<file path="config.mk">
export PLATFORM = sky130hd
export DESIGN_NAME = ramp_gen
export DESIGN_NICKNAME = d
export VERILOG_FILES = /design/src/hw/ramp_pkg.sv /design/src/hw/pause_if.sv /design/src/hw/recal_pause.sv /design/src/hw/ramp_gen.sv
export SDC_FILE = /design/constraint.sdc
export NUM_CORES = 1
export LEC_CHECK = 0
export BUFFER_PORTS_ARGS = -buffer_cell sky130_fd_sc_hd__buf_2
export CORE_ASPECT_RATIO = 0.8
export CORE_MARGIN = 10
export CORE_UTILIZATION = 40
export CTS_CLUSTER_SIZE = 40
export DETAILED_ROUTE_END_ITERATION = 6
export PLACE_DENSITY = 0.64
export SYNTH_ARGS = -nofsm -noshare
export SYNTH_HDL_FRONTEND = slang
export SYNTH_SLANG_ARGS = --single-unit
</file>
<file path="constraint.sdc">
create_clock -name pclk -period 10.4 [get_ports pclk]
set_input_delay 2.08 -clock pclk [delete_from_list [all_inputs] [get_ports pclk]]
set_output_delay 2.08 -clock pclk [all_outputs]
set_load 0.02 [all_outputs]
</file>
<file path="src/hw/ramp_pkg.sv">
/*
  Register map, field layout and reset values of the automatic frequency
  ramp generator. Assumes a 32-bit APB slave with word-aligned registers.
*/
`default_nettype none
package ramp_pkg;
  // ***************************************************************
  // register offsets (byte addresses)
  // ***************************************************************
  localparam logic [7:0] OFS_CTRL = 8'h00;
  localparam logic [7:0] OFS_LIMIT_HIGH = 8'h04;
  localparam logic [7:0] OFS_LIMIT_LOW = 8'h08;
  localparam logic [7:0] OFS_LIMIT_EXT = 8'h0C;
  localparam logic [7:0] OFS_THRESH = 8'h10;
  localparam logic [7:0] OFS_PAUSE = 8'h14;
  localparam logic [7:0] OFS_P0_STEP = 8'h18;
  localparam logic [7:0] OFS_P0_CFG = 8'h1C;
  localparam logic [7:0] OFS_P1_STEP = 8'h20;
  localparam logic [7:0] OFS_P1_CFG = 8'h24;
  localparam logic [7:0] OFS_STATUS = 8'h28;
  localparam logic [7:0] OFS_OFFSET = 8'h2C;
  // ***************************************************************
  // field positions
  // ***************************************************************
  localparam int CTRL_EN_BIT = 0;
  localparam int CTRL_PIN_BIT = 1;
  localparam int CTRL_SCALE_LSB = 4;
  localparam int SCALE_W = 4;
  localparam int CTRL_DIV_LSB = 8;
  localparam int DIV_W = 2;
  localparam int EXT_HIGH_BIT = 0;
  localparam int EXT_LOW_BIT = 1;
  localparam int CFG_COUNT_LSB = 0;
  localparam int COUNT_W = 17;
  localparam int CFG_HALF_BIT = 17;
  localparam int CFG_SUCC_BIT = 18;
  localparam int CFG_ADV_BIT = 19;
  localparam int CFG_RST_BIT = 20;
  localparam int STEP_W = 30;
  localparam int OFS_W = 33;
  localparam int PAUSE_W = 16;
  localparam int ST_ACTIVE_BIT = 0;
  localparam int ST_PAUSED_BIT = 1;
  localparam int ST_HOLD_BIT = 2;
  localparam int ST_RUN_BIT = 3;
  // ***************************************************************
  // reset values
  // ***************************************************************
  localparam logic [31:0] CTRL_RST = 32'h0000_0000;
  localparam logic [OFS_W-1:0] LIMIT_HIGH_RST = 33'h0_FFFF_FFFF;
  localparam logic [OFS_W-1:0] LIMIT_LOW_RST = 33'h1_0000_0000;
  localparam logic [31:0] THRESH_RST = 32'hFFFF_FFFF;
  localparam logic [PAUSE_W-1:0] PAUSE_RST = 16'h0000;
  localparam logic [STEP_W-1:0] STEP_RST = 30'h0000_0000;
  localparam logic [31:0] CFG_RST = 32'h0000_0000;
endpackage : ramp_pkg
`default_nettype wire

</file>
<file path="src/hw/pause_if.sv">
/*
  Handshake between the ramp sequencer and the recalibration pause timer.
  Assumes both ends run on pclk.
*/
`timescale 1ns/1ps
`default_nettype none
interface pause_if;
  logic start;
  logic done;
  modport seq (output start, input done);
  modport timer (input start, output done);
endinterface : pause_if
`default_nettype wire

</file>
<file path="src/hw/recal_pause.sv">
/*
  Recalibration pause timer: counts reference-oscillator ticks up to
  pause_count * 2^scale * 2^div, then waits for the VCO calibration to end.
  Assumes osc_tick and cal_busy are already synchronised to pclk, and that
  the calibration engine raises cal_busy after each start.
*/
`timescale 1ns/1ps
`default_nettype none
module recal_pause (
  // clock and reset
  input wire logic pclk,
  input wire logic presetn,
  // timing sources
  input wire logic osc_tick,
  input wire logic cal_busy,
  // settings
  input wire logic [ramp_pkg::PAUSE_W-1:0] pause_count,
  input wire logic [ramp_pkg::SCALE_W-1:0] scale,
  input wire logic [ramp_pkg::DIV_W-1:0] div,
  // handshake
  pause_if.timer pif
);
  typedef enum logic [1:0] {
    ST_IDLE = 2'b00,
    ST_COUNT = 2'b01,
    ST_WAIT = 2'b10
  } pause_e;

  pause_e state;
  logic [39:0] target;
  logic [39:0] ticks;
  logic cal_seen;

  // ***************************************************************
  // pause sequencing
  // ***************************************************************
  always_ff @(posedge pclk or negedge presetn) begin
    if (!presetn) begin
      state <= ST_IDLE;
      target <= 40'h00_0000_0000;
      ticks <= 40'h00_0000_0000;
      cal_seen <= 1'b0;
      pif.done <= 1'b0;
    end else begin
      pif.done <= 1'b0;
      if (cal_busy) begin
        cal_seen <= 1'b1;
      end
      unique case (state)
        ST_IDLE: begin
          if (pif.start) begin
            // minimum pause in oscillator ticks
            target <= 40'({24'h00_0000, pause_count} << (scale + 5'(div)));
            ticks <= 40'h00_0000_0000;
            cal_seen <= 1'b0;
            state <= ST_COUNT;
          end
        end
        ST_COUNT: begin
          if (ticks >= target) begin
            state <= ST_WAIT;
          end else if (osc_tick) begin
            ticks <= ticks + 40'h00_0000_0001;
          end
        end
        ST_WAIT: begin
          // a short programmed pause stretches to the real calibration
          if (cal_seen && !cal_busy) begin
            pif.done <= 1'b1;
            state <= ST_IDLE;
          end
        end
        default: state <= ST_IDLE;
      endcase
    end
  end

  property p_min_pause;
    @(posedge pclk) disable iff (!presetn)
      pif.done |-> $past(ticks) >= $past(target);
  endproperty
  a_min_pause: assert property (p_min_pause) else $error("pause ended early");

  property p_cal_extends;
    @(posedge pclk) disable iff (!presetn)
      (state == ST_WAIT && cal_busy) |=> !pif.done;
  endproperty
  a_cal_extends: assert property (p_cal_extends) else $error("pause ended mid cal");
endmodule : recal_pause
`default_nettype wire

</file>
<file path="src/hw/ramp_gen.sv">
/*
  Automatic frequency ramp generator with an APB register file. Steps a
  33-bit fractional offset once per phase-detector tick (every second tick at half rate), chains two ramp
  profiles, clamps to the limits and pauses for VCO recalibration.
  Assumes pd_clk_in, osc_clk_in and cal_busy are asynchronous pins and
  that the calibration engine raises cal_busy after each cal_start.
*/
// Contract
// ramp automatically only when sweep enable is 1 and pin select is 0.
// apply one step per phase detector cycle unless half rate is set.
// two independent profiles, each with own step, length and chaining; one active.
// swept offset never exceeds the upper bound setting.
// swept offset never falls below the lower bound setting.
// step is scaled frequency change; negatives are 2^30 minus magnitude.
// accumulated change beyond threshold starts a VCO calibration.
// software should keep the threshold below 50 MHz of change.
// each profile runs a programmed step count from zero to 2^16.
// half rate bit makes the profile step every second detector cycle.
// a finished profile hands over to its successor profile.
// advance source 0 starts the successor right after the last step.
// restart bit makes the next profile begin from the start frequency.
// pause at least count times 2^scale times 2^div oscillator cycles.
// a pause shorter than the calibration is extended until it ends.
// software should program a minimum pause of about 50 us.
// offset is a signed 33-bit accumulator; steps sign-extended; signed bounds.
`timescale 1ns/1ps
`default_nettype none
module ramp_gen (
  // apb
  input wire logic pclk,
  input wire logic presetn,
  input wire logic psel,
  input wire logic penable,
  input wire logic pwrite,
  input wire logic [7:0] paddr,
  input wire logic [31:0] pwdata,
  output logic [31:0] prdata,
  output logic pready,
  output logic pslverr,
  // detector and oscillator clocks, as pins
  input wire logic pd_clk_in,
  input wire logic osc_clk_in,
  // calibration engine
  input wire logic cal_busy,
  output logic cal_start,
  // divider
  output logic [ramp_pkg::OFS_W-1:0] ramp_offset
);
  localparam int OW = ramp_pkg::OFS_W;
  localparam int CW = ramp_pkg::COUNT_W;

  // ***************************************************************
  // helpers
  // ***************************************************************
  function automatic logic [OW-1:0] sext_step(input logic [ramp_pkg::STEP_W-1:0] s);
    sext_step = {{(OW - ramp_pkg::STEP_W){s[ramp_pkg::STEP_W-1]}}, s};
  endfunction : sext_step

  function automatic logic [OW-1:0] step_mag(input logic [ramp_pkg::STEP_W-1:0] s);
    logic [OW-1:0] v;
    v = sext_step(s);
    step_mag = v[OW-1] ? OW'(~v + 33'h0_0000_0001) : v;
  endfunction : step_mag

  // ***************************************************************
  // pin synchronisers
  // ***************************************************************
  logic pd_s1, pd_s2, pd_s3;
  logic osc_s1, osc_s2, osc_s3;
  logic busy_s1, busy_s2;
  logic pd_tick, osc_tick;

  always_ff @(posedge pclk or negedge presetn) begin
    if (!presetn) begin
      pd_s1 <= 1'b0;
      pd_s2 <= 1'b0;
      pd_s3 <= 1'b0;
      osc_s1 <= 1'b0;
      osc_s2 <= 1'b0;
      osc_s3 <= 1'b0;
      busy_s1 <= 1'b0;
      busy_s2 <= 1'b0;
    end else begin
      pd_s1 <= pd_clk_in;
      pd_s2 <= pd_s1;
      pd_s3 <= pd_s2;
      osc_s1 <= osc_clk_in;
      osc_s2 <= osc_s1;
      osc_s3 <= osc_s2;
      busy_s1 <= cal_busy;
      busy_s2 <= busy_s1;
    end
  end

  assign pd_tick = pd_s2 && !pd_s3;
  assign osc_tick = osc_s2 && !osc_s3;

  // ***************************************************************
  // register file
  // ***************************************************************
  logic [31:0] ctrl;
  logic [OW-1:0] limit_high, limit_low;
  logic [31:0] recal_threshold;
  logic [ramp_pkg::PAUSE_W-1:0] pause_count;
  logic [ramp_pkg::STEP_W-1:0] profile0_step, profile1_step;
  logic [31:0] p0_cfg, p1_cfg;
  logic [31:0] status;
  logic wr_en, setup, hit;
  logic [31:0] next_prdata;

  assign setup = psel && !penable && !pready;
  assign wr_en = psel && penable && pready && pwrite;

  always_ff @(posedge pclk or negedge presetn) begin
    if (!presetn) begin
      ctrl <= ramp_pkg::CTRL_RST;
      limit_high <= ramp_pkg::LIMIT_HIGH_RST;
      limit_low <= ramp_pkg::LIMIT_LOW_RST;
      recal_threshold <= ramp_pkg::THRESH_RST;
      pause_count <= ramp_pkg::PAUSE_RST;
      profile0_step <= ramp_pkg::STEP_RST;
      profile1_step <= ramp_pkg::STEP_RST;
      p0_cfg <= ramp_pkg::CFG_RST;
      p1_cfg <= ramp_pkg::CFG_RST;
    end else if (wr_en) begin
      unique case (paddr)
        ramp_pkg::OFS_CTRL: ctrl <= pwdata;
        ramp_pkg::OFS_LIMIT_HIGH: limit_high[31:0] <= pwdata;
        ramp_pkg::OFS_LIMIT_LOW: limit_low[31:0] <= pwdata;
        ramp_pkg::OFS_LIMIT_EXT: begin
          limit_high[32] <= pwdata[ramp_pkg::EXT_HIGH_BIT];
          limit_low[32] <= pwdata[ramp_pkg::EXT_LOW_BIT];
        end
        ramp_pkg::OFS_THRESH: recal_threshold <= pwdata;
        ramp_pkg::OFS_PAUSE: pause_count <= pwdata[ramp_pkg::PAUSE_W-1:0];
        ramp_pkg::OFS_P0_STEP: profile0_step <= pwdata[ramp_pkg::STEP_W-1:0];
        ramp_pkg::OFS_P0_CFG: p0_cfg <= pwdata;
        ramp_pkg::OFS_P1_STEP: profile1_step <= pwdata[ramp_pkg::STEP_W-1:0];
        ramp_pkg::OFS_P1_CFG: p1_cfg <= pwdata;
        default: ;
      endcase
    end
  end

  always_comb begin
    hit = 1'b1;
    unique case (paddr)
      ramp_pkg::OFS_CTRL: next_prdata = ctrl;
      ramp_pkg::OFS_LIMIT_HIGH: next_prdata = limit_high[31:0];
      ramp_pkg::OFS_LIMIT_LOW: next_prdata = limit_low[31:0];
      ramp_pkg::OFS_LIMIT_EXT: next_prdata = {30'h0000_0000, limit_low[32], limit_high[32]};
      ramp_pkg::OFS_THRESH: next_prdata = recal_threshold;
      ramp_pkg::OFS_PAUSE: next_prdata = {16'h0000, pause_count};
      ramp_pkg::OFS_P0_STEP: next_prdata = {2'b00, profile0_step};
      ramp_pkg::OFS_P0_CFG: next_prdata = p0_cfg;
      ramp_pkg::OFS_P1_STEP: next_prdata = {2'b00, profile1_step};
      ramp_pkg::OFS_P1_CFG: next_prdata = p1_cfg;
      ramp_pkg::OFS_STATUS: next_prdata = status;
      ramp_pkg::OFS_OFFSET: next_prdata = ramp_offset[31:0];
      default: begin
        next_prdata = 32'h0000_0000;
        hit = 1'b0;
      end
    endcase
  end

  // no wait state: data is captured in setup so every output is a flop
  always_ff @(posedge pclk or negedge presetn) begin
    if (!presetn) begin
      pready <= 1'b0;
      prdata <= 32'h0000_0000;
      pslverr <= 1'b0;
    end else begin
      pready <= setup;
      if (setup) begin
        prdata <= pwrite ? 32'h0000_0000 : next_prdata;
        pslverr <= !hit || (pwrite && (paddr == ramp_pkg::OFS_STATUS
                                       || paddr == ramp_pkg::OFS_OFFSET));
      end
    end
  end

  // ***************************************************************
  // active profile selection
  // ***************************************************************
  logic run;
  logic active;
  logic [31:0] cur_cfg;
  logic [ramp_pkg::STEP_W-1:0] cur_step;
  logic [CW-1:0] cur_count;
  logic cur_half, cur_succ, cur_adv, cur_restart;

  assign run = ctrl[ramp_pkg::CTRL_EN_BIT] && !ctrl[ramp_pkg::CTRL_PIN_BIT];
  assign cur_cfg = active ? p1_cfg : p0_cfg;
  assign cur_step = active ? profile1_step : profile0_step;
  assign cur_count = cur_cfg[ramp_pkg::CFG_COUNT_LSB +: CW];
  assign cur_half = cur_cfg[ramp_pkg::CFG_HALF_BIT];
  assign cur_succ = cur_cfg[ramp_pkg::CFG_SUCC_BIT];
  assign cur_adv = cur_cfg[ramp_pkg::CFG_ADV_BIT];
  assign cur_restart = cur_cfg[ramp_pkg::CFG_RST_BIT];

  // ***************************************************************
  // stepping decisions
  // ***************************************************************
  logic paused, hold, half_phase;
  logic [CW-1:0] steps_done;
  logic [OW-1:0] acc_change;
  logic step_due, step_fire, last_step, finish, recal;
  logic [OW-1:0] sum, next_offset, next_acc;

  assign step_due = run && pd_tick && !paused && !hold;
  // a zero-length profile takes no step
  assign step_fire = step_due && cur_count != '0 && (!cur_half || half_phase);
  assign last_step = cur_count == '0 || (step_fire && steps_done + 17'h0_0001 == cur_count);
  assign finish = step_due && last_step && !cur_adv;
  assign sum = OW'(ramp_offset + sext_step(cur_step));

  always_comb begin
    next_offset = sum;
    if ($signed(next_offset) > $signed(limit_high)) begin
      next_offset = limit_high;
    end
    if ($signed(next_offset) < $signed(limit_low)) begin
      next_offset = limit_low;
    end
  end

  assign next_acc = OW'(acc_change + step_mag(cur_step));
  assign recal = step_fire && next_acc > {1'b0, recal_threshold};

  // ***************************************************************
  // offset accumulator
  // ***************************************************************
  always_ff @(posedge pclk or negedge presetn) begin
    if (!presetn) begin
      ramp_offset <= '0;
    end else if (!run) begin
      ramp_offset <= '0;
    end else if (finish && cur_restart) begin
      ramp_offset <= '0;
    end else if (step_fire) begin
      ramp_offset <= next_offset;
    end
  end

  // ***************************************************************
  // profile sequencing
  // ***************************************************************
  always_ff @(posedge pclk or negedge presetn) begin
    if (!presetn) begin
      active <= 1'b0;
      steps_done <= '0;
      half_phase <= 1'b0;
      hold <= 1'b0;
    end else if (!run) begin
      active <= 1'b0;
      steps_done <= '0;
      half_phase <= 1'b0;
      hold <= 1'b0;
    end else if (finish) begin
      active <= cur_succ;
      steps_done <= '0;
      half_phase <= 1'b0;
    end else if (step_due) begin
      // external advance triggers are not wired; the profile parks
      if (last_step && cur_adv) begin
        hold <= 1'b1;
      end
      if (cur_half) begin
        half_phase <= !half_phase;
      end
      // a parked profile keeps its count below the length
      if (step_fire && !last_step) begin
        steps_done <= steps_done + 17'h0_0001;
      end
    end
  end

  // ***************************************************************
  // recalibration and pause
  // ***************************************************************
  pause_if pif ();

  always_ff @(posedge pclk or negedge presetn) begin
    if (!presetn) begin
      acc_change <= '0;
      paused <= 1'b0;
      cal_start <= 1'b0;
      pif.start <= 1'b0;
    end else begin
      cal_start <= recal;
      pif.start <= recal;
      if (!run) begin
        acc_change <= '0;
      end else if (recal) begin
        acc_change <= '0;
      end else if (step_fire) begin
        acc_change <= next_acc;
      end
      if (recal) begin
        paused <= 1'b1;
      end else if (pif.done || !run) begin
        paused <= 1'b0;
      end
    end
  end

  recal_pause u_pause (
    .pclk(pclk),
    .presetn(presetn),
    .osc_tick(osc_tick),
    .cal_busy(busy_s2),
    .pause_count(pause_count),
    .scale(ctrl[ramp_pkg::CTRL_SCALE_LSB +: ramp_pkg::SCALE_W]),
    .div(ctrl[ramp_pkg::CTRL_DIV_LSB +: ramp_pkg::DIV_W]),
    .pif(pif)
  );

  always_comb begin
    status = 32'h0000_0000;
    status[ramp_pkg::ST_ACTIVE_BIT] = active;
    status[ramp_pkg::ST_PAUSED_BIT] = paused;
    status[ramp_pkg::ST_HOLD_BIT] = hold;
    status[ramp_pkg::ST_RUN_BIT] = run;
  end

  // ***************************************************************
  // checks
  // ***************************************************************
  property p_idle_zero;
    @(posedge pclk) disable iff (!presetn)
      !run |=> ramp_offset == '0 && !cal_start;
  endproperty
  a_idle_zero: assert property (p_idle_zero) else $error("offset moved while off");

  property p_step_each_tick;
    @(posedge pclk) disable iff (!presetn)
      (step_due && !cur_half && cur_count != '0) |-> step_fire;
  endproperty
  a_step_each_tick: assert property (p_step_each_tick) else $error("tick without step");

  property p_upper;
    @(posedge pclk) disable iff (!presetn)
      ($signed(limit_low) <= $signed(limit_high) && step_fire && !finish)
        |=> $signed(ramp_offset) <= $signed(limit_high);
  endproperty
  a_upper: assert property (p_upper) else $error("offset above upper bound");

  property p_lower;
    @(posedge pclk) disable iff (!presetn)
      ($signed(limit_low) <= $signed(limit_high) && step_fire && !finish)
        |=> $signed(ramp_offset) >= $signed(limit_low);
  endproperty
  a_lower: assert property (p_lower) else $error("offset below lower bound");

  property p_recal;
    @(posedge pclk) disable iff (!presetn)
      (step_fire && next_acc > {1'b0, recal_threshold}) |=> cal_start ##1 !cal_start;
  endproperty
  a_recal: assert property (p_recal) else $error("missed calibration start");

  property p_count_bound;
    @(posedge pclk) disable iff (!presetn)
      run && cur_count != '0 |-> steps_done < cur_count;
  endproperty
  a_count_bound: assert property (p_count_bound) else $error("step count overrun");

  property p_half;
    @(posedge pclk) disable iff (!presetn)
      (step_fire && cur_half) |-> half_phase ##1 !half_phase || finish;
  endproperty
  a_half: assert property (p_half) else $error("half rate stepped early");

  property p_successor;
    @(posedge pclk) disable iff (!presetn)
      finish |=> active == $past(cur_succ) && steps_done == '0;
  endproperty
  a_successor: assert property (p_successor) else $error("wrong successor");

  property p_restart;
    @(posedge pclk) disable iff (!presetn)
      (finish && cur_restart) |=> ramp_offset == '0;
  endproperty
  a_restart: assert property (p_restart) else $error("restart kept offset");

  property p_pause_freeze;
    @(posedge pclk) disable iff (!presetn)
      (paused && run && !pif.done) |=> ramp_offset == $past(ramp_offset);
  endproperty
  a_pause_freeze: assert property (p_pause_freeze) else $error("stepped while paused");
endmodule : ramp_gen
`default_nettype wire

</file>
Yosys cells after proc, flatten, opt, wreduce, memory -nomap -nowiden
Index checks and enable logic that the tools add are counted.

word-level totals
  register bits after elaboration = 484
  logic and storage cells = 182
  output and inout port bits = 68

operators by class
  bitwise logic cells = 1
  magnitude comparators = 4
  eq/ne operators = 28
  add/sub/neg operators = 6
  reductions and logical operators = 64
  muxes and demuxes = 43
  shift operators = 1

operator list
  kind                   count
  $pmux 32 s12           1
  $mux 33                9
  $mux 40                3
  $pmux 40 s2            1
  $mux 17                4
  $add 33x33->33         2
  $add 40x1->40 const B  1
  $ge 40x40->1           1
  $shl 16x5->40          1
  $add 33x1->33 const B  1
  $gt 33x32->1           1
  $gt 33x33->1           1
  $lt 33x33->1           1
  $not 33->33            1
  $eq 8x5->1 const B     4
  $eq 8x6->1 const B     4
  $mux 32                1
  $mux 30                1
  $reduce_and 2->1       13
  $logic_and 1x1->1      22
  $mux 21                1
  $mux 1                 18
  $add 17x1->17 const B  1
  $eq 17x17->1           1
  20 further kinds       53

Depth between registers and ports, before layout
Gate-level depths: netlist (run 1).

  depth in word-level cells = 15
  depth in mapped cells = 44
  depth with buffers taken out = 32

By module
Synthesis (run 1) repeated with hierarchy kept, for this count alone.

unflattened totals
  cell total of the unflattened synthesis = 3117
  area, all modules = 31069.8 um^2

modules (own cells, without submodules)
  module       cells each  area an instance (um^2)  times used  seq. area each (um^2)
  ramp_gen     2437        25157.9                  1           10090.9
  recal_pause  680         5911.9                   1           2102.0

Worst setup path before layout (run 1)
Ideal clock, no wire load.

  kind = register to register
  start point = register active
  end point = register ramp_offset[11] (netlist name)
  slack = 0.584 ns
  arrival = 9.671 ns
  clock period less this slack = 9.816 ns
  required time = 10.254 ns
  cell stages (with the launch flop) = 40
  library setup time = 0.146 ns
  buffers on the path = 12
  cell sequence = dfrtp_1 -> buf_4 -> buf_2 -> buf_2 -> clkbuf_1 -> buf_2 -> buf_2 -> buf_1 -> clkbuf_1 -> mux2_2 -> ha_1 -> o21a_1 -> o2111a_1 -> a21boi_0 -> o21ai_0 -> a21boi_0 -> a211oi_1 -> nor4_1 -> (+4 left out) -> a22oi_1 -> nand4_1 -> o21ai_1 -> clkbuf_1 -> clkbuf_1 -> o21ai_0 -> or2_2 -> ha_1 -> nand2_1 -> nor3_1 -> and2_1 -> a311o_1 -> or4_1 -> o21a_1 -> buf_1 -> clkbuf_1 -> nand3_1 -> o311ai_0

between the ends
  cells in the longest elaborated chain, start to end = 11
  elaborated cells between the ends (all ways) = 24

RTL lines
  element                                                  line             RTL
  start: declaration                                       ramp_gen.sv:187  logic active;
  start signal: assignment                                 ramp_gen.sv:261  active <= cur_succ;
  branches (longest 11 deep; another with $add 33x33->33)  --
  end signal: assignment                                   ramp_gen.sv:242  ramp_offset <= next_offset;
  end: declaration                                         ramp_gen.sv:47   output logic [ramp_pkg::OFS_W-1:0] ramp_offset

Several ways; the timed one is not identified. The select of a mux whose other input is x is not followed.
A chain may end at the register's enable or synchronous reset.

Worst setup path in the final report (run 1)
  start point = register active
  end point = register ramp_offset[9] (netlist name)

Same word-level chain as after synthesis.

==> summary.md, run 1 <==
| Metric | Value |
|---|---|
| Status | `finished with violations` |
| Failing checks | `DRC` |
| Synth area leader | `dfrtp_1` |
| Kind of critical path | `reg2reg` |
| Core area | `slightly below 80000 um2` |
| Mapped cell area | `between 30000 and 40000 um2` |
| GRT overflow | `0` |
| Worst Clk Skew | `~0.035 ns` |
| DP Area | `~33000 um2` |
| GRT Util Overall | `between 20% and 30%` |
| Largest net degree at the start of global routing | `140` |
| Residual DRC | `6` |
| CTS Buffer Depth | `3` |
| Die width | `~330 um` |
| CP required | `~11 ns` |
| Footprint of the multi-input gates | `between 15000 and 20000 um2` |
| End point of the critical path | `ramp_offset[9]` |
| Sequential Area | `about 12000 um2` |
| Critical Path Max Stage Delay | `roughly 0.84 ns` |
| Io pins | `116` |
| Number of gates on the worst path with buffers counted | `27` |
| Yosys top cell area share | `between 30% and 40%` |
| FFs w/ async S/R, synth | `100%` |
| CTS Buf Count | `53` |
| Root buf cell | `clkbuf_16` |
| Synth Register Bits | `just under 500` |
| Synth cell count leaders | `dfrtp_1 (419), mux2_2 (314), nand2_1 (229)` |
| Via count | `~27000` |
| Die Span Y | `approximately 270 um` |
| Filler Cell Count | `roughly 7400` |
| Synth Warn # | `0` |
| Bufs and invs on worst path | `1` |
| Nets@finish | `between 3000 and 4000` |
| Critical Path Source Type | `register` |
| Worst EP arrival | `around 10 ns` |
| Synth area leaders | `dfrtp_1 (34%), mux2_2 (11%), ha_1 (8.3%), dfstp_2 (5.5%), nand2_1 (2.8%)` |
| Top FF cell, synth | `dfrtp_1` |
| Leakage power | `around 16 nW` |
| Final Cycle Share | `roughly 94%` |
| EDFF count, synth | `0` |
| Post-DP HPWL | `78700 um` |
| Worst R2R End | `ramp_offset[9]` |
| FMAX | `about 100 MHz` |
| Finished Layout Cells | `about 4300` |
| Worst setup EP type | `register` |
| Worst hold path type | `reg2reg` |
| CTS Sinks | `around 480` |
| Post-cts hold buffer count | `0` |
| Final wirelength | `approximately 110000 um` |
| Vias per Instance | `6.19` |
| Power Dens Cells | `about 120 nW/um2` |
| Worst path most repeated cell | `ha_1` |
| Final ANT Viol Nets | `0` |
| Initial cell density of the core | `approximately 40%` |
| VDD IR-drop max | `roughly 0.00012 V` |
| TritonRoute pass-1 iters | `7` |
| Final hold violation count | `0` |
| Area growth from synthesis to layout | `11.5%` |
| First-iteration detailed-routing DRC count | `between 3000 and 4000` |
| Max Fanout on Critical Path | `just under 50` |
| Worst-Skew Late Latency | `0.63 ns` |
| Max-cap violations | `0` |
| Design area | `~35000 um2` |
| Slowest CP cell | `o21ai_2` |
| Antenna violations before repair | `5` |
| H-tree lvl count | `2` |
| Hold path cells | `0` |
| Vias in the first global route | `~25000` |
| Mapped Cells | `around 3200` |
| PortBufs | `between 100 and 150` |
| Yosys cell types | `80` |
| RD Place Congestion | `between 0.9 and 1` |
| Wirelength per Cell | `25.3 um` |
| Die footprint | `89600 um2` |
| Fraction of layout cells with a size suffix above 1 | `a little over a fifth` |
| Worst Tran Pin Value | `around 1.3 ns` |
| Crit-path leading delay family | `compound AO/OA/AOI/OAI gates` |
| Setup-failing EPs final | `0` |
| Rel. slew slack | `12.3%` |
| Cell Count Post-Placement | `between 4000 and 5000` |
| Max-slew violation count | `0` |
| Setup crit start | `active` |
| Register area share after synthesis | `between 30% and 40%` |
| TNS Setup | `0 ns` |
| Top-count cell post-synth | `dfrtp_1` |
| Worst-path clk slew | `0.06 ns` |
| Setup slack, reg-to-reg | `between 0.6 and 0.7 ns` |
| Tmin final | `around 10 ns` |
| R2R cell count | `27` |
| Final Util | `45.0%` |
| CTS tree | `done` |
| Global-route wire length before repair | `around 160000 um` |
| R2R Path Start | `active` |
| Syn Area/Cell | `between 9 and 10 um2` |
| RSZ-0062 raised after global routing | `no` |
| Cell row count | `between 90 and 100` |
[registers in the layout (all words and copies together) (netlist names), 32 cells and up]
register	count
p1_cfg	32
recal_threshold	32
acc_change	33
limit_high	33
limit_low	33
ramp_offset	33
u_pause.ticks	40
p0_cfg	32
prdata	32
u_pause.target	40
ctrl	32
[cell type report]
| cell class | instances | area share [%] |
|---|---|---|
| Antenna cell | 3 | 0.0216 |
| Clock buffer | 73 | 4.32 |
| Clock inverter | 27 | 1.07 |
| Inverter | 195 | 2.11 |
| Multi-Input combinational cell | 2323 | 51.0 |
| Sequential cell | 484 | 35.1 |
| Tap cell | 1023 | 3.68 |
| Timing Repair Buffer | 162 | 2.74 |
[logic make-up (layout without fill, tap and decap cells)]
kind of cell	count (synthesis)	in the layout	synth area share [%]
adders and majority gates	209	209	8.46
AOI/OAI and AO/OA	808	809	17.8
other	1	5	0.0120
xor gates and xnor gates	113	113	3.18
muxes	394	394	14.2
and+or+nand+nor	796	796	12.8
buffers and inverters	354	457	4.36
DFF	484	484	39.1
[worst register-to-register path, stage by stage, from the launching register on]
cell      delay (ns)
dfrtp_4         0.81
mux2i_1         0.53
inv_1           0.09
ha_1            0.30
a211oi_1        0.42
o211ai_1        0.16
a21boi_0        0.54
o21ai_0         0.39
a21boi_1        0.47
a211oi_1        0.18
nor4_1          0.35
nor2_1          0.08
ha_1            0.30
and3_1          0.19
and3_1          0.22
a22oi_1         0.24
nand4_1         0.31
o21ai_2         0.84
mux2_2          0.44
ha_1            0.18
a21o_1          0.15
a21o_1          0.17
a21oi_1         0.23
nor2_1          0.11
a311o_1         0.37
or4_1           0.46
o21a_2          0.58
o311ai_0        0.50
[metal layers]
metal  up-vias  part of all wire (%)  routed length [um]  GRT usage [%]
met4         4                   2.4                2650           5.88
met5         -                 0.021                  23              0
met2      1317                    39               42200           31.3
li1      11875                     -                   -              -
met3       159                    12               13400           8.04
met1     13216                    46               50300           34.6
[through the flow]
step	hold WS, ns	setup WS, ns	power (mW)
after global placement	0.335	0.787	2.14
after detailed placement	0.340	0.513	2.14
after floorplan	0.331	0.584	2.03
after CTS	0.354	0.449	4.20
final	0.351	0.660	4.18
after global routing	0.360	0.0380	4.30
[worst min-delay path by stage]
stage | to | slack [ns] | startpoint
floorplan | busy_s2 | 0.33 | busy_s1
detailed placement | pd_s2 | 0.34 | pd_s1
CTS | pd_s2 | 0.35 | pd_s1
finish | pd_s2 | 0.35 | pd_s1
global placement | busy_s2 | 0.34 | busy_s1
global route | osc_s2 | 0.36 | osc_s1
[cells in the final DEF, fill, tap and decap left out, types with 15 or more instances in the layout]
cell type / instances
a211oi_1: 18
a21o_1: 70
a21oi_1: 159
a221oi_1: 42
a222oi_1: 17
a22o_1: 39
a22oi_1: 88
a31oi_1: 33
and3_1: 28
buf_2: 114
buf_4: 46
clkbuf_16: 54
dfrtp_1: 418
dfstp_2: 65
ha_1: 206
inv_1: 195
mux2_2: 314
mux2i_1: 70
nand2_1: 224
nand2b_1: 39
nand3_1: 98
nand4_1: 55
nor2_1: 141
nor2b_1: 19
nor3_1: 48
nor4_1: 31
o211ai_1: 15
o21a_1: 20
o21ai_0: 144
o311ai_0: 32
o31ai_1: 16
xnor2_1: 70
xor2_1: 42
[what timing repair did]
item,in CTS,in global routing
hold endpoints to repair,0,0
setup buffers,0,4
endpoints found under the setup margin,0,32
gates resized for setup,0,1
[where the power goes]
| part | switching (mW) | total [mW] | internal [mW] |
|---|---|---|---|
| Sequential | 0.00642 | 1.90 | 1.89 |
| Clock | 0.851 | 2.07 | 1.22 |
| Combinational | 0.163 | 0.219 | 0.0564 |
| Total | 1.02 | 4.18 | 3.16 |
(Power assumes the default switching activity.)
==> run 2: changes to the inputs <==
PLACE_DENSITY = 0.62   (was 0.64)
==> summary.md, run 2 (synthesized netlist as in run 1, its figures left out) <==
| Metric | Value |
|---|---|
| Core area | `77200 um2` |
| Final hold violation count | `0` |
| Worst EP arrival | `around 10 ns` |
| Worst Clk Skew | `0.0269 ns` |
| GRT Util Overall | `around a quarter` |
| Die Span Y | `roughly 270 um` |
| Rel. slew slack | `a little under a fifth` |
| Fraction of layout cells with a size suffix above 1 | `around 21%` |
| Critical Path Source Type | `register` |
| Power Dens Cells | `approximately 120 nW/um2` |
| Worst hold path type | `reg2reg` |
| Max-cap violations | `0` |
| Area growth from synthesis to layout | `11.4%` |
| Vias per Instance | `a little over 6` |
| Worst path most repeated cell | `o21ai_0` |
| Die footprint | `between 80000 and 90000 um2` |
| CTS tree | `done` |
| Busiest grt layer | `met1` |
| GR Layer Usage met2 | `31.2%` |
| Commonest cells after routing, fill and taps aside | `dfrtp_1 (418), mux2_2 (314), nand2_1 (223)` |
| Via count | `around 26000` |
| PortBufs | `115` |
| Worst setup EP type | `register` |
| Setup-failing EPs final | `0` |
| Max Fanout on Critical Path | `49` |
| H-tree lvl count | `2` |
| Final Util | `between 40% and 50%` |
| Vias in the first global route | `~25000` |
| CTS Buf Count | `55` |
| Post-cts hold buffer count | `0` |
| Worst-Skew Late Latency | `between 0.6 and 0.7 ns` |
| VDD IR-drop max | `around 0.00012 V` |
| Cell row count | `91` |
| RD Place Congestion | `0.968` |
| Final Cycle Share | `92.1%` |
| Wirelength per Cell | `about 26 um` |
| Die width | `roughly 330 um` |
| Pwr Total | `4.14 mW` |
| Status | `completed` |
| Initial cell density of the core | `approximately two fifths` |
| CP required | `10.88 ns` |
| DP Area | `about 33000 um2` |
| Root buf cell | `clkbuf_16` |
| Critical Path Max Stage Delay | `0.69 ns` |
| Post-DP HPWL | `about 80000 um` |
| Final wirelength | `between 100000 and 150000 um` |
| First-iteration detailed-routing DRC count | `around 3000` |
| Residual DRC | `0` |
| Tmin final | `approximately 9.6 ns` |
| Worst Tran Pin Value | `1.21 ns` |
| Commonest non-fill, non-tap cell in the layout | `dfrtp_1` |
| GRT met1 Usage | `between 30% and 40%` |
| TNS Setup | `0 ns` |
| Nets@finish | `3472` |
| Io pins | `116` |
| Leakage power | `~16 nW` |
| CTS Sinks | `484` |
| Met3 GRT Util | `9.39%` |
| Kind of critical path | `reg2reg` |
| Antenna violations before repair | `9` |
| GRT overflow | `0` |
| TritonRoute pass-1 iters | `6` |
| Slowest CP cell | `dfrtp_4` |
| Top Registers | `u_pause.target (40), u_pause.ticks (40)` |
| FMAX | `104 MHz` |
| Final ANT Viol Nets | `0` |
| RSZ-0062 raised after global routing | `no` |
| Worst-path clk slew | `0.07 ns` |
| Max-slew violation count | `0` |
| Largest net degree at the start of global routing | `145` |
| CTS Buffer Depth | `3` |
| Design area | `around 35000 um2` |
| Global-route wire length before repair | `165000 um` |
-- run 2: through the flow --
stage          setup slack [ns]  hold WS (ns)  std cells
2_1_floorplan             0.584         0.331       3160
3_3_place_gp              0.858         0.333       4180
3_5_place_dp              0.643         0.335       4180
4_1_cts                   0.568         0.348       4283
5_1_grt                  0.0889         0.359       4287
6_report                  0.817         0.347       4289
-- run 2: power breakdown --
group	internal [mW]	leakage, nW	total (mW)	switching (mW)
registers	1.89	6.49	1.90	0.00655
clock network	1.17	0.906	2.03	0.854
logic	0.0535	8.94	0.218	0.165
total	3.12	16.3	4.14	1.03
-- run 2: routing by layer --
| layer | up-vias | wire length (um) |
|---|---|---|
| met5 | - | 42 |
| met4 | 6 | 1940 |
| met3 | 127 | 14400 |
| met2 | 1267 | 42700 |
| li1 | 11886 | - |
| met1 | 13160 | 50600 |
-- run 2: layout make-up --
class	instances	area (um2)
repair buffers	156	906
multi-input cells	2323	17700
diodes	5	12.5
clock inverters	28	314
clock buffers	75	1550
flip-flops and latches	484	12200
inverters	195	732
fillers	7384	42500
well taps	1023	1280
-- run 2: worst paths after layout --
path / depth (start not counted) / start / end / slack [ns]
min in group asynchronous: 1 / presetn / u_pause.ticks[34] / 1.43
max in group asynchronous: 3 / presetn / ctrl[24] / 6.87
worst min-delay path: 0 / pd_s1 / pd_s2 / 0.35
worst max-delay path: 28 / active / ramp_offset[13] / 0.82
worst max register to register: 28 / active / ramp_offset[13] / 0.82
worst min register to register: 0 / pd_s1 / pd_s2 / 0.35
-- run 2: worst max-delay path, delay by kind of cell, from the launching register on --
family / cells / cell delay (ns)
compound gates: 14 / 4.37
flops: 1 / 0.69
buf+inv: 3 / 1.19
fa+ha+maj: 3 / 0.97
mux: 1 / 0.44
simple gates: 7 / 1.71
-- run 2: repair_timing --
item	CTS	global route
setup buffers	0	0
resized for setup	0	1
setup endpoints to repair	0	32
